--- config.mk ---
export PLATFORM = sky130hd
export DESIGN_NAME = etf_framer
export DESIGN_NICKNAME = d
export VERILOG_FILES = /design/src/etf_pkg.sv /design/src/etf_framer.sv
export SDC_FILE = /design/constraint.sdc
export NUM_CORES = 1
export LEC_CHECK = 0
export BUFFER_PORTS_ARGS = -buffer_cell sky130_fd_sc_hd__clkbuf_2
export CORE_MARGIN = 10
export CORE_UTILIZATION = 40
export CTS_BUF_LIST = sky130_fd_sc_hd__clkbuf_8 sky130_fd_sc_hd__clkbuf_16
export CTS_CLUSTER_SIZE = 30
export DETAILED_ROUTE_END_ITERATION = 6
export PLACE_DENSITY = 0.63
export SLEW_MARGIN = 40
export SYNTH_ARGS = -nofsm -noshare
export SYNTH_HDL_FRONTEND = slang
export SYNTH_SLANG_ARGS = --single-unit
export TNS_END_PERCENT = 100
--- constraint.sdc ---
create_clock -name sys_clk_i -period 5.95 [get_ports sys_clk_i]
set_input_delay 0.595 -clock sys_clk_i [delete_from_list [all_inputs] [get_ports sys_clk_i]]
set_output_delay 0.595 -clock sys_clk_i [all_outputs]
set_load 0.005 [all_outputs]
--- src/etf_pkg.sv ---
`default_nettype none
package etf_pkg;
	localparam logic [7:0] DELIM = 8'h7E;
	localparam logic [7:0] TYPE_EXPLICIT_TX = 8'h11;
	localparam logic [7:0] TYPE_TX_STATUS = 8'h8B;
	localparam logic [7:0] CKSUM_BASE = 8'hFF;
	localparam logic [7:0] CMD_READ_ATTR = 8'h00;
	localparam logic [1:0] FTYPE_GENERAL = 2'h0;
	localparam logic [7:0] MAX_HOPS_DEF = 8'h1E;
	localparam logic [15:0] OFS_FTYPE = 16'h0000;
	localparam logic [15:0] OFS_FID = 16'h0001;
	localparam logic [15:0] OFS_RADIUS = 16'h0012;
	localparam logic [15:0] OFS_OPTS = 16'h0013;
	localparam logic [15:0] OFS_FCTL = 16'h0014;
	localparam logic [15:0] OFS_TSN = 16'h0015;
	localparam logic [15:0] OFS_CMD = 16'h0016;
	localparam logic [15:0] MIN_LEN = 16'h0017;
	localparam logic [2:0] ST_LAST = 3'h5;
	localparam logic [31:0] ADDR_CTRL = 32'h0000_0000;
	localparam logic [31:0] ADDR_STATUS = 32'h0000_0004;
	localparam logic [31:0] ADDR_INFO = 32'h0000_0008;
	localparam logic [31:0] ADDR_SEQ = 32'h0000_000C;
	localparam logic [1:0] RESP_OKAY = 2'h0;
	localparam logic [1:0] RESP_SLVERR = 2'h2;
	typedef enum logic [2:0] {
		ETF_HUNT = 3'h0,
		ETF_LEN_HI = 3'h1,
		ETF_LEN_LO = 3'h3,
		ETF_BODY = 3'h2,
		ETF_CKSUM = 3'h6,
		ETF_ST_SEND = 3'h7
	} etf_state_t;
	typedef struct packed {
		logic [7:0] fid;
		logic [7:0] radius;
		logic [7:0] fctl;
		logic [7:0] tsn;
		logic [7:0] cmd;
	} etf_hdr_t;
	typedef struct packed {
		logic [7:0] ok_cnt;
		logic [7:0] bad_cnt;
		logic api_output_option;
	} etf_stat_t;
endpackage : etf_pkg
`default_nettype wire

--- src/etf_framer.sv ---
// Contract
// - Frame starts 0x7E, then two-byte big-endian length excluding checksum.
// - Offset 3 frame type; 0x11 marks explicit transmit request.
// - Frame ID echoed in transmit status; zero ID means no status.
// - Radius at offset 21; zero selects network maximum hop count.
// - Offset 24 sequence number returned by responder for pairing.
// - Offset 25 command id; type 00 general, 0x00 reads attributes.
// - Last byte is 0xFF minus low byte of sum from offset 3.
//
// The address map and register access over AXI4-Lite were left to the implementer.
`default_nettype none
module etf_framer (
	input wire logic sys_clk_i,
	input wire logic rst_i,
	input wire logic rx_valid_i,
	input wire logic [7:0] rx_data_i,
	output logic rx_ready_o,
	output logic tx_valid_o,
	output logic [7:0] tx_data_o,
	input wire logic tx_ready_i,
	output logic frame_ok_o,
	output logic [7:0] hops_o,
	input wire logic [31:0] s_axi_awaddr,
	input wire logic s_axi_awvalid,
	output logic s_axi_awready,
	input wire logic [31:0] s_axi_wdata,
	input wire logic [3:0] s_axi_wstrb,
	input wire logic s_axi_wvalid,
	output logic s_axi_wready,
	output logic [1:0] s_axi_bresp,
	output logic s_axi_bvalid,
	input wire logic s_axi_bready,
	input wire logic [31:0] s_axi_araddr,
	input wire logic s_axi_arvalid,
	output logic s_axi_arready,
	output logic [31:0] s_axi_rdata,
	output logic [1:0] s_axi_rresp,
	output logic s_axi_rvalid,
	input wire logic s_axi_rready
);
	etf_pkg::etf_state_t state_ff;
	logic [15:0] len_ff;
	logic [15:0] idx_ff;
	logic [7:0] sum_ff;
	etf_pkg::etf_hdr_t hdr_ff;
	etf_pkg::etf_stat_t stat_ff;
	logic [7:0] max_hops_ff;
	logic [7:0] fid_ok_ff;
	logic [7:0] tsn_ok_ff;
	logic [7:0] cmd_ok_ff;
	logic [7:0] rad_ok_ff;
	logic [7:0] tx_data_ff;
	logic [2:0] st_idx_ff;
	logic read_attr_ff;
	logic frame_ok_ff;
	logic take;
	logic [7:0] nxt_sum;
	logic [7:0] st_byte;
	logic [7:0] st_ck;
	logic type_seen_ff;
	logic good;
	logic aw_hit;
	logic bvalid_ff;
	logic rvalid_ff;
	logic [31:0] rdata_ff;
	logic [1:0] bresp_ff;
	logic [1:0] rresp_ff;

	// Byte stream is same-clock logic; stall input while a status frame drains
	assign rx_ready_o = (state_ff != etf_pkg::ETF_ST_SEND);
	assign take = rx_valid_i && rx_ready_o;
	assign nxt_sum = sum_ff + rx_data_i;

	always_ff @(posedge sys_clk_i) begin
		if (rst_i) begin
			state_ff <= etf_pkg::ETF_HUNT;
			len_ff <= 16'h0000;
			idx_ff <= 16'h0000;
			sum_ff <= 8'h00;
			hdr_ff <= '0;
		end else if (take) begin
			unique case (state_ff)
				etf_pkg::ETF_HUNT: begin
					if (rx_data_i == etf_pkg::DELIM) state_ff <= etf_pkg::ETF_LEN_HI;
				end
				etf_pkg::ETF_LEN_HI: begin
					len_ff[15:8] <= rx_data_i;
					state_ff <= etf_pkg::ETF_LEN_LO;
				end
				etf_pkg::ETF_LEN_LO: begin
					len_ff[7:0] <= rx_data_i;
					idx_ff <= 16'h0000;
					sum_ff <= 8'h00;
					// Too short to hold the header: drop and rescan
					state_ff <= ({len_ff[15:8], rx_data_i} < etf_pkg::MIN_LEN) ?
						etf_pkg::ETF_HUNT : etf_pkg::ETF_BODY;
				end
				etf_pkg::ETF_BODY: begin
					sum_ff <= nxt_sum;
					idx_ff <= idx_ff + 16'h0001;
					unique case (idx_ff)
						etf_pkg::OFS_FID: hdr_ff.fid <= rx_data_i;
						etf_pkg::OFS_RADIUS: hdr_ff.radius <= rx_data_i;
						etf_pkg::OFS_FCTL: hdr_ff.fctl <= rx_data_i;
						etf_pkg::OFS_TSN: hdr_ff.tsn <= rx_data_i;
						etf_pkg::OFS_CMD: hdr_ff.cmd <= rx_data_i;
						default: ;
					endcase
					if (idx_ff == len_ff - 16'h0001) state_ff <= etf_pkg::ETF_CKSUM;
				end
				etf_pkg::ETF_CKSUM: begin
					// Status only for a good explicit frame with nonzero id
					if (good && hdr_ff.fid != 8'h00)
						state_ff <= etf_pkg::ETF_ST_SEND;
					else
						state_ff <= etf_pkg::ETF_HUNT;
				end
				default: state_ff <= etf_pkg::ETF_HUNT;
			endcase
		end else if (state_ff == etf_pkg::ETF_ST_SEND && tx_ready_i
			&& st_idx_ff == etf_pkg::ST_LAST) begin
			// Leave only once the checksum byte has been accepted
			state_ff <= etf_pkg::ETF_HUNT;
		end
	end

	always_ff @(posedge sys_clk_i) begin
		if (rst_i)
			type_seen_ff <= 1'b0;
		else if (take && state_ff == etf_pkg::ETF_BODY && idx_ff == etf_pkg::OFS_FTYPE)
			type_seen_ff <= (rx_data_i == etf_pkg::TYPE_EXPLICIT_TX);
	end

	assign good = take && state_ff == etf_pkg::ETF_CKSUM &&
		(etf_pkg::CKSUM_BASE - sum_ff) == rx_data_i && type_seen_ff;

	always_ff @(posedge sys_clk_i) begin
		if (rst_i) begin
			stat_ff <= '0;
			fid_ok_ff <= 8'h00;
			tsn_ok_ff <= 8'h00;
			cmd_ok_ff <= 8'h00;
			rad_ok_ff <= 8'h00;
			read_attr_ff <= 1'b0;
			frame_ok_ff <= 1'b0;
		end else begin
			frame_ok_ff <= good;
			if (good) begin
				stat_ff.ok_cnt <= stat_ff.ok_cnt + 8'h01;
				fid_ok_ff <= hdr_ff.fid;
				tsn_ok_ff <= hdr_ff.tsn;
				cmd_ok_ff <= hdr_ff.cmd;
				// Zero radius falls back to the network maximum
				rad_ok_ff <= (hdr_ff.radius == 8'h00) ? max_hops_ff : hdr_ff.radius;
				read_attr_ff <= (hdr_ff.fctl[1:0] == etf_pkg::FTYPE_GENERAL) &&
					(hdr_ff.cmd == etf_pkg::CMD_READ_ATTR);
			end else if (take && state_ff == etf_pkg::ETF_CKSUM) begin
				stat_ff.bad_cnt <= stat_ff.bad_cnt + 8'h01;
			end
			if (aw_hit && s_axi_awaddr == etf_pkg::ADDR_CTRL && s_axi_wstrb[0])
				stat_ff.api_output_option <= s_axi_wdata[0];
		end
	end

	// Status frame 7E 00 02 type id checksum; the delimiter is preloaded,
	// so the table gives the byte that follows the one now on the line
	always_comb begin
		st_ck = etf_pkg::CKSUM_BASE - (etf_pkg::TYPE_TX_STATUS + fid_ok_ff);
		unique case (st_idx_ff)
			3'h0: st_byte = 8'h00;
			3'h1: st_byte = 8'h02;
			3'h2: st_byte = etf_pkg::TYPE_TX_STATUS;
			3'h3: st_byte = fid_ok_ff;
			default: st_byte = st_ck;
		endcase
	end

	always_ff @(posedge sys_clk_i) begin
		if (rst_i) begin
			st_idx_ff <= 3'h0;
			tx_data_ff <= 8'h00;
		end else if (state_ff != etf_pkg::ETF_ST_SEND) begin
			st_idx_ff <= 3'h0;
			tx_data_ff <= etf_pkg::DELIM;
		end else if (tx_ready_i) begin
			st_idx_ff <= st_idx_ff + 3'h1;
			tx_data_ff <= st_byte;
		end
	end
	// Input stays stalled until the last status byte is gone
	assign tx_valid_o = (state_ff == etf_pkg::ETF_ST_SEND);
	assign tx_data_o = tx_data_ff;
	assign frame_ok_o = frame_ok_ff;
	assign hops_o = rad_ok_ff;

	// AXI4-Lite slave: one write, one read at a time
	assign aw_hit = s_axi_awvalid && s_axi_wvalid && !bvalid_ff;
	assign s_axi_awready = aw_hit;
	assign s_axi_wready = aw_hit;
	assign s_axi_bvalid = bvalid_ff;
	assign s_axi_bresp = bresp_ff;
	assign s_axi_arready = s_axi_arvalid && !rvalid_ff;
	assign s_axi_rvalid = rvalid_ff;
	assign s_axi_rdata = rdata_ff;
	assign s_axi_rresp = rresp_ff;

	always_ff @(posedge sys_clk_i) begin
		if (rst_i) begin
			bvalid_ff <= 1'b0;
			bresp_ff <= etf_pkg::RESP_OKAY;
			max_hops_ff <= etf_pkg::MAX_HOPS_DEF;
		end else if (aw_hit) begin
			bvalid_ff <= 1'b1;
			bresp_ff <= (s_axi_awaddr == etf_pkg::ADDR_CTRL) ? etf_pkg::RESP_OKAY :
				etf_pkg::RESP_SLVERR;
			if (s_axi_awaddr == etf_pkg::ADDR_CTRL && s_axi_wstrb[1])
				max_hops_ff <= s_axi_wdata[15:8];
		end else if (s_axi_bready) begin
			bvalid_ff <= 1'b0;
		end
	end

	always_ff @(posedge sys_clk_i) begin
		if (rst_i) begin
			rvalid_ff <= 1'b0;
			rdata_ff <= 32'h0000_0000;
			rresp_ff <= etf_pkg::RESP_OKAY;
		end else if (s_axi_arready) begin
			rvalid_ff <= 1'b1;
			rresp_ff <= etf_pkg::RESP_OKAY;
			unique case (s_axi_araddr)
				etf_pkg::ADDR_CTRL: rdata_ff <= {16'h0000, max_hops_ff, 7'h00,
					stat_ff.api_output_option};
				etf_pkg::ADDR_STATUS: rdata_ff <= {15'h0000, read_attr_ff,
					stat_ff.bad_cnt, stat_ff.ok_cnt};
				etf_pkg::ADDR_INFO: rdata_ff <= {8'h00, rad_ok_ff, cmd_ok_ff, fid_ok_ff};
				etf_pkg::ADDR_SEQ: rdata_ff <= {24'h000000, tsn_ok_ff};
				default: begin
					rdata_ff <= 32'h0000_0000;
					rresp_ff <= etf_pkg::RESP_SLVERR;
				end
			endcase
		end else if (s_axi_rready) begin
			rvalid_ff <= 1'b0;
		end
	end
endmodule : etf_framer
`default_nettype wire

; Word level (Yosys, flattened, before mapping)
; Index checks and enable logic that the tools add are counted.
[totals]
inputBits = 117
regBits = 186
out_inout_bits = 60
word_cells = 129
[classes]
add_sub_neg = 9
eq_ne = 24
bitwise_logic = 1
reduce_logical = 45
mux = 20
magnitude_cmp = 1
[ops]
columns = operator, count
row1 = $pmux 24 s4, 1
row2 = $eq 16x5->1 const B, 4
row3 = $eq 32x4->1 const B, 2
row4 = $logic_not 32->1, 2
row5 = $eq 32x3->1 const B, 1
row6 = $pmux 16 s2, 1
row7 = $pmux 8 s4, 1
row8 = $reduce_and 3->1, 6
row9 = $add 16x1->16 const B, 1
row10 = $add 8x1->8 const B, 2
row11 = $eq 16x1->1 const B, 1
row12 = $eq 16x16->1, 1
row13 = $logic_and 1x1->1, 16
row14 = $logic_not 16->1, 1
row15 = $logic_not 8->1, 2
row16 = $lt 16x5->1 const B, 1
row17 = $pmux 8 s2, 1
row18 = $sub 16x1->16 const B, 1
row19 = $sub 8x8->8 const A, 2
row20 = $mux 3, 5
row21 = $pmux 3 s5, 1
row22 = $mux 7, 2
row23 = $eq 3x2->1 const B, 4
row24 = $reduce_and 2->1, 5
row25 = other kinds (20), 36

; Logic depth before layout (Yosys ltp)
; Gate-level depths: netlist (run 1).
[logic_depth]
ltp_word = 9
ltp_mapped = 9
mapped_depth_nobuf = 8

; Least setup slack after synthesis (run 1)
; No wires, ideal clock.
[synth_timing]
kind = input to register
from = input rx_data_i[0]
to = register sum_ff[6]
stages = 8
required_ps = 5828
path_slack_ps = 3739
arrival_ps = 2089
n_path_buf = 0
setup_ps = 122
path_cell_list = ha_1 > fa_1 > a21o_1 > a21oi_1 > o21bai_1 > a21oi_1 > nor4_1 > a311o_1
[synth_via]
elab_chain_cells = 2
[synth_rtl]
columns = item, line
row1 = "start, declared", etf_framer.sv:16  ; input wire logic [7:0] rx_data_i,
row2 = $add 8x8->8, etf_framer.sv:72  ; assign nxt_sum = sum_ff + rx_data_i;
row3 = $pmux 8 s2, etf_framer.sv:82  ; unique case (state_ff)
row4 = "end signal, assigned", etf_framer.sv:99  ; sum_ff <= nxt_sum;
row5 = "end, declared", etf_framer.sv:44  ; logic [7:0] sum_ff;
; Every way passes these cells.
; A chain may end at the register's enable or synchronous reset.

; Worst setup path in the final report (run 1)
[layout_timing]
from = register state_ff[1]
to = register hdr_ff[37] (netlist bit)
[layout_via]
elab_chain_cells = 3
elab_cells_between_ends = 4
classes_between = 2 x eq/ne / 2 x reduce/logical
[layout_rtl]
columns = item, line
row1 = "start, declared", etf_framer.sv:41  ; etf_pkg::etf_state_t state_ff;
row2 = "start signal, assigned", etf_framer.sv:76  ; state_ff <= etf_pkg::ETF_HUNT;
row3 = "start signal, assigned", etf_framer.sv:84  ; if (rx_data_i == etf_pkg::DELIM) state_ff <= etf_pkg::ETF_LEN_HI;
row4 = "start signal, assigned", etf_framer.sv:88  ; state_ff <= etf_pkg::ETF_LEN_LO;
row5 = $ne 3x3->1, etf_framer.sv:70  ; assign rx_ready_o = (state_ff != etf_pkg::ETF_ST_SEND);
row6 = $logic_and 1x1->1, etf_framer.sv:71  ; assign take = rx_valid_i && rx_ready_o;
row7 = $reduce_and 3->1 (no line) (*), -
row8 = "end, declared", etf_framer.sv:45  ; etf_pkg::etf_hdr_t hdr_ff;
; Mark *: on every way between the ends. The rest lies on a longest branch, timed or not.

==> results of run 1 <==
==> state kept, by name, summed over array words and instances, names as in the netlist <==
register      cells
tx_data_o         8
fid_ok_ff         8
s_axi_rvalid      1
s_axi_rresp       1
idx_ff           16
st_idx_ff         3
state_ff          3
len_ff           16
frame_ok_o        1
s_axi_bvalid      1
tsn_ok_ff         8
hdr_ff           34
type_seen_ff      1
read_attr_ff      1
hops_o            8
max_hops_ff       8
s_axi_rdata      24
sum_ff            8
s_axi_bresp       1
cmd_ok_ff         8
stat_ff          17
==> layer usage <==
layer	GRT usage, %	wire length [µm]	vias up
li1	-	-	3725
met1	21.5	11100	3469
met2	24.4	10100	205
met3	4.10	1500	17
met4	4.51	227	0
met5	0	0	-
==> cell families (layout without fill, tap and decap cells) <==
kind of cell               count (synthesis)  count (layout)  synth area share (%)
muxes                                     66              66                  7.95
xor gates and xnor gates                  50              50                  5.11
other                                      1              10                0.0437
AOI/OAI and AO/OA                        185             185                  14.2
and+or+nand+nor                          416             416                  23.4
adders and majority gates                 20              20                  3.01
buffers and inverters                     93             197                  5.11
DFF                                      176             176                  41.1
==> cell usage in the layout, fill, tap and decap left out, types with 4 or more instances in the layout <==
master,count
xnor2_1,25
nor2b_1,13
nand3_1,18
dfxtp_1,176
inv_6,4
and3_1,8
a22oi_1,28
clkbuf_2,140
a211o_1,5
mux2_2,7
and4_1,5
a22o_1,8
nand2_1,112
clkinv_4,4
ha_1,19
mux2i_1,58
o21ai_0,31
or3_1,8
xor2_1,25
nor2_1,144
nor3_1,22
conb_1,10
o211ai_1,4
buf_4,7
clkbuf_16,17
a211oi_1,11
nand2b_1,11
nor4_1,30
nand4_1,15
a21oi_1,67
inv_1,17
==> where the power goes <==
group / switching, mW / internal (mW)
registers: 0.00933 / 1.19
logic: 0.0986 / 0.0637
clock network: 0.495 / 0.679
==> area by class of cell <==
class,instances,area (µm²),share of cell area (%)
clock buffers,18,439,4.41
clock inverters,14,180,1.81
inverters,18,67.6,0.678
multi-input cells,747,4660,46.8
flip-flops and latches,176,3520,35.3
well taps,275,344,3.45
repair buffers,147,753,7.56
==> path summary, 6_finish.rpt <==
path	from	cells past startpoint	endpoint
min	s_axi_wdata[9]	2	max_hops_ff[1]
min reg2reg	tsn_ok_ff[2]	2	tsn_ok_ff[2]
max	state_ff[1]	6	hdr_ff[37]
max reg2reg	state_ff[1]	6	hdr_ff[37]
==> through the flow <==
| stage | cell area [µm²] | total power, mW | setup slack [ns] | util [%] |
|---|---|---|---|---|
| 2_1_floorplan | 8610 | 1.33 | 3.74 | - |
| 3_3_place_gp | 9340 | 1.38 | 2.91 | 44.3 |
| 3_5_place_dp | 9350 | 1.38 | 2.90 | 44.3 |
| 4_1_cts | 9970 | 2.56 | 3.29 | 47.3 |
| 5_1_grt | 9970 | 2.63 | 3.05 | 47.3 |
| 6_report | 9970 | 2.53 | 3.27 | 47.3 |
==> key figures, run 1 <==
Outcome
  • Status: finished, final reports clean

Routing
  • Post-detailed-route wirelength per cell: 16.4 µm
  • Routed wire length: 22900 µm
  • Pre-antenna DRT Iters: 6
  • Vias per cell: 5.32
  • DRC Markers: 0
  • Vias: ~7400
  • Routed Antenna Nets: 0
  • Drt first-iter violations: 533

Synthesis
  • Area contributors post-synth: dfxtp_1 41%, mux2i_1 6.8%, nor2_1 6.3%, nand2_1 4.9%, a21oi_1 3.9%
  • Most used DFF post-synth: dfxtp_1
  • Ys async rst share: 0%
  • Post-synthesis sequential area ratio: 41.1%
  • Biggest area consumer among synthesized cells: dfxtp_1
  • Commonest cells post-synth: 176 x dfxtp_1, 144 x nor2_1, 112 x nand2_1
  • Cells after Synth: 1007
  • Synthesized area per cell: 8.51 µm²
  • Count leader, synth: dfxtp_1
  • Netlist cell types: around 80
  • FF+latch count, synth: 176
  • EDFF count, synth: 0
  • Synth Cell Area: 0.00857 mm²
  • Top-area cell type share of the netlist area: 41.1%
  • Yosys warnings: 0

CTS
  • CTS Root Buffer Type: clkbuf_16
  • Num CTS Buffers: 17
  • # hold bufs at CTS: 0
  • CTS max path bufs: 2
  • Num Clock Sinks: 176
  • Post-CTS resize count: 0
  • CTS HTree Levels: 4
  • Setup bufs post-CTS: 0
  • Clk Latency, worst-skew pair: 0.43 ns
  • Worst-path clk slew: 0.07 ns
  • CTS tree: built

Floorplanning
  • Initial Util: 40.7%
  • Ports: roughly 180
  • Placement row count: 53
  • Die X: ~170 µm
  • Die Ht: 166 µm
  • Core box area: 0.0211 mm²
  • Die footprint: 0.0277 mm²

Cells and area
  • Final #Nets: 1244
  • N_diodes: 0
  • Share of cells above drive strength 1: 18.6%
  • P&R area growth vs syn: 16.3%
  • Finished Layout Cells: between 1000 and 1500
  • # fillers: 2086

Place
  • GPL Wtd Cong: 0.822
  • Dpl cells: 1363
  • Post-DP HPWL: 16500 µm
  • IO Port Bufs: 141

STA
  • Final hold vios: 0
  • Relative slew slack: 46.5%
  • Setup_tns: 0 ns
  • Min Tclk post-route: 2.68 ns
  • Fmax: 374 MHz
  • Period utilization: between 40% and 50%
  • Final Max Tran Viols: 0
  • Actual slew at the worst max-slew pin: 0.801 ns
  • RSZ-0062 raised after global routing: false
  • Clk_skew: 0.00996 ns
  • Setup Viol. Count Final: 0
  • Hold WS: approximately 0.38 ns

Critical path
  • Critical path arrival: 2.96 ns
  • Critical Path Max Stage Delay: 0.62 ns
  • Top delay family on crit path: simple AND/OR/NAND/NOR gates
  • CP max stage cell: nor4_4
  • Endpoint type of the worst setup path: register
  • Reg-to-reg setup timing slack: 3.27 ns
  • CP Cell Sequence: nor3b_2 > and2_1 > nand2_1 > nor4_4 > mux2i_1 > nor2_1
  • Worst EP required: 6.24 ns
  • Crit path buffers/inverters: 0
  • CP max FO: 12
  • CP Launch Type: register
  • Setup CP Type: register to register

Min path
  • Worst Hold Class: input pin to register

Pwr
  • Power per cell area: 254 mW/mm²
  • Pleak: 3.91 nW
  • Worst vdd ir: 219 µV

Global routing
  • Pin count of the biggest net entering global routing: 77
  • Vias in the first global route: 7164
  • Gr usage total: 15.9%
  • Antenna violations before repair: 0
  • GRT overflow: 0
  • First-pass GRT wire length: between 30000 and 40000 µm

Job
  • Max-cap violations: 0
No activity file was read; power rests on OpenSTA's default activity.
==> run 2: changes to the inputs <==
PLACE_DENSITY = 0.66   (was 0.63)
clock period = 2.4 ns   (was 5.95 ns; I/O delays follow)
==> run 2 against run 1 <==
Compared with the run above: worst setup slack got worse by 3.1 ns; combinational power rose to 2.7 times the previous value; power rose to 2.6 times the previous value; wire length rose by 2.7%; largest power group is now the clock network; highest routed layer unchanged; largest cell class unchanged.
==> key figures, run 2 (same netlist as run 1, synthesis figures left out) <==
CTS
  • Num Clock Sinks: approximately 180
  • Worst-path clk slew: about 0.07 ns
  • CTS max path bufs: 2
  • Clk Latency, worst-skew pair: 0.43 ns
  • CTS HTree Levels: 4
  • Num CTS Buffers: 17
  • CTS Root Buffer Type: clkbuf_16
  • Setup bufs post-CTS: 0
  • CTS tree: built

Min path
  • HP Start: s_axi_wdata[9]
  • Hold EP: max_hops_ff[1]
  • Min-Delay Path Depth: 2
  • Worst Hold Class: input pin to register

Critical path
  • CP max FO: 5
  • Reg-to-reg setup timing slack: 0.15 ns
  • Worst EP required: around 2.7 ns
  • Critical R2R Capture: state_ff[2]
  • Setup CP Type: register to register
  • RR Startpoint: len_ff[0]
  • Endpoint type of the worst setup path: register
  • Critical path arrival: 2.59 ns
  • R2R cell count: 7
  • CP Launch Type: register

Cells and area
  • Most flops, register: hdr_ff
  • # fillers: 2030
  • Multi-input gate area: 0.00465 mm²
  • N_diodes: 0
  • Final #Nets: 1273
  • FF+latch area: 0.00352 mm²
  • Share of cells above drive strength 1: between 20% and 30%
  • Commonest non-fill, non-tap cell in the layout: dfxtp_1
  • Max reg flops: 34
  • Most frequent cells in the layout: 176 x dfxtp_1, 144 x nor2_1, 140 x clkbuf_2
  • P&R area growth vs syn: 19.6%

Floorplanning
  • Placement row count: 53
  • Die footprint: 0.0277 mm²
  • Die Ht: 166 µm
  • Die X: approximately 170 µm
  • Ports: 177
  • Initial Util: 40.7%
  • Core box area: 0.0211 mm²

STA
  • Final Max Tran Viols: 0
  • Setup Viol. Count Final: 0
  • Final hold vios: 0
  • Relative slew slack: just under 60%
  • Fmax: roughly 440 MHz
  • Period utilization: 93.9%
  • Final Worst Setup Slack: between 0.1 and 0.15 ns
  • RSZ-0062 raised after global routing: false
  • Setup_tns: 0 ns
  • Min Tclk post-route: 2.25 ns
  • Clk_skew: approximately 0.010 ns
  • Actual slew at the worst max-slew pin: 0.636 ns

Global routing
  • Pin count of the biggest net entering global routing: 86
  • Gr usage total: 16.4%
  • Vias in the first global route: 7337
  • First-pass GRT wire length: around 38000 µm
  • GRT overflow: 0
  • Antenna violations before repair: 0

Pwr
  • Pleak: 4.09 nW
  • Power per cell area: 636 mW/mm²
  • Worst vdd ir: 533 µV

Routing
  • Vias per cell: ~5.3
  • Vias: 7602
  • Drt first-iter violations: roughly 530
  • Routed wire length: 23500 µm
  • Post-detailed-route wirelength per cell: roughly 16 µm
  • Pre-antenna DRT Iters: 5
  • Routed Antenna Nets: 0
  • DRC Markers: 0

Place
  • IO Port Bufs: approximately 140
  • GPL Wtd Cong: 0.838
  • DP Worst Slack: 0.165 ns
  • Post-DP HPWL: 17000 µm

Job
  • Max-cap violations: 0

Outcome
  • Status: finished, final reports clean
run 2: cell count changes in the layout (fill, tap and decap cells not counted), moves of 2 or more:
cell / previous run / this run
clkbuf_8: 1 / 3
inv_6: 4 / 2
buf_4: 7 / 33
bufinv_16: 3 / 5
buf_12: 0 / 2
run 2: worst max path at each step:
stage	slack, ns	end	startpoint	cells after the start
final	0.15	state_ff[2]	len_ff[0]	7
after global routing	0.03	state_ff[2]	len_ff[0]	7
after detailed placement	0.16	state_ff[2]	len_ff[0]	7
after CTS	0.15	state_ff[2]	len_ff[0]	7
after global placement	0.18	state_ff[2]	len_ff[0]	7
after floorplan	0.31	state_ff[2]	len_ff[0]	7
run 2: metal layers:
layer | vias up | wire length [µm] | track usage [%]
li1 | 3790 | - | -
met1 | 3567 | 11200 | 22.1
met2 | 225 | 10400 | 25.1
met3 | 20 | 1550 | 4.42
met4 | 0 | 313 | 4.54
met5 | - | 0 | 0
run 2: area by class of cell:
class	count	area share (%)
inverter	18	0.659
tap	275	3.35
multi-input combinational	747	45.4
timing repair buffer	176	9.74
sequential	176	34.4
clock buffer	20	4.55
clock inverter	11	1.96
run 2: what timing repair did:
action | in CTS | in global routing
resized for setup | 0 | 1
endpoints found under the hold margin | 1 | 0
endpoints found under the setup margin | 0 | 1
hold buffers | 1 | 0
run 2: worst max-delay path, cell delays in order, from the launching register on:
cell and delay [ns]:
dfxtp_1 0.34, inv_1 0.06, ha_1 0.15, or4b_4 0.50
a2111o_1 0.42, a2111oi_4 0.30, nand4_1 0.14, o32ai_1 0.25
run 2: metrics by stage:
step / utilization [%] / std cells / instance area [µm²] / power, mW / hold WS [ns]
4_1_cts: 48.6 / 1423 / 10300 / 6.58 / 0.0256
5_1_grt: 48.6 / 1423 / 10300 / 6.74 / 0.0361
2_1_floorplan: - / 1016 / 8610 / 3.29 / 0.358
3_5_place_dp: 45.4 / 1391 / 9580 / 3.46 / 0.443
3_3_place_gp: 45.4 / 1391 / 9580 / 3.45 / 0.438
6_report: 48.6 / 1423 / 10300 / 6.53 / 0.0382
run 2: where the power goes:
group / switching (mW) / leakage, nW / internal [mW]
Combinational: 0.254 / 2.34 / 0.179
Clock: 1.19 / 0.323 / 1.94
Sequential: 0.0232 / 1.42 / 2.94
Total: 1.46 / 4.09 / 5.06
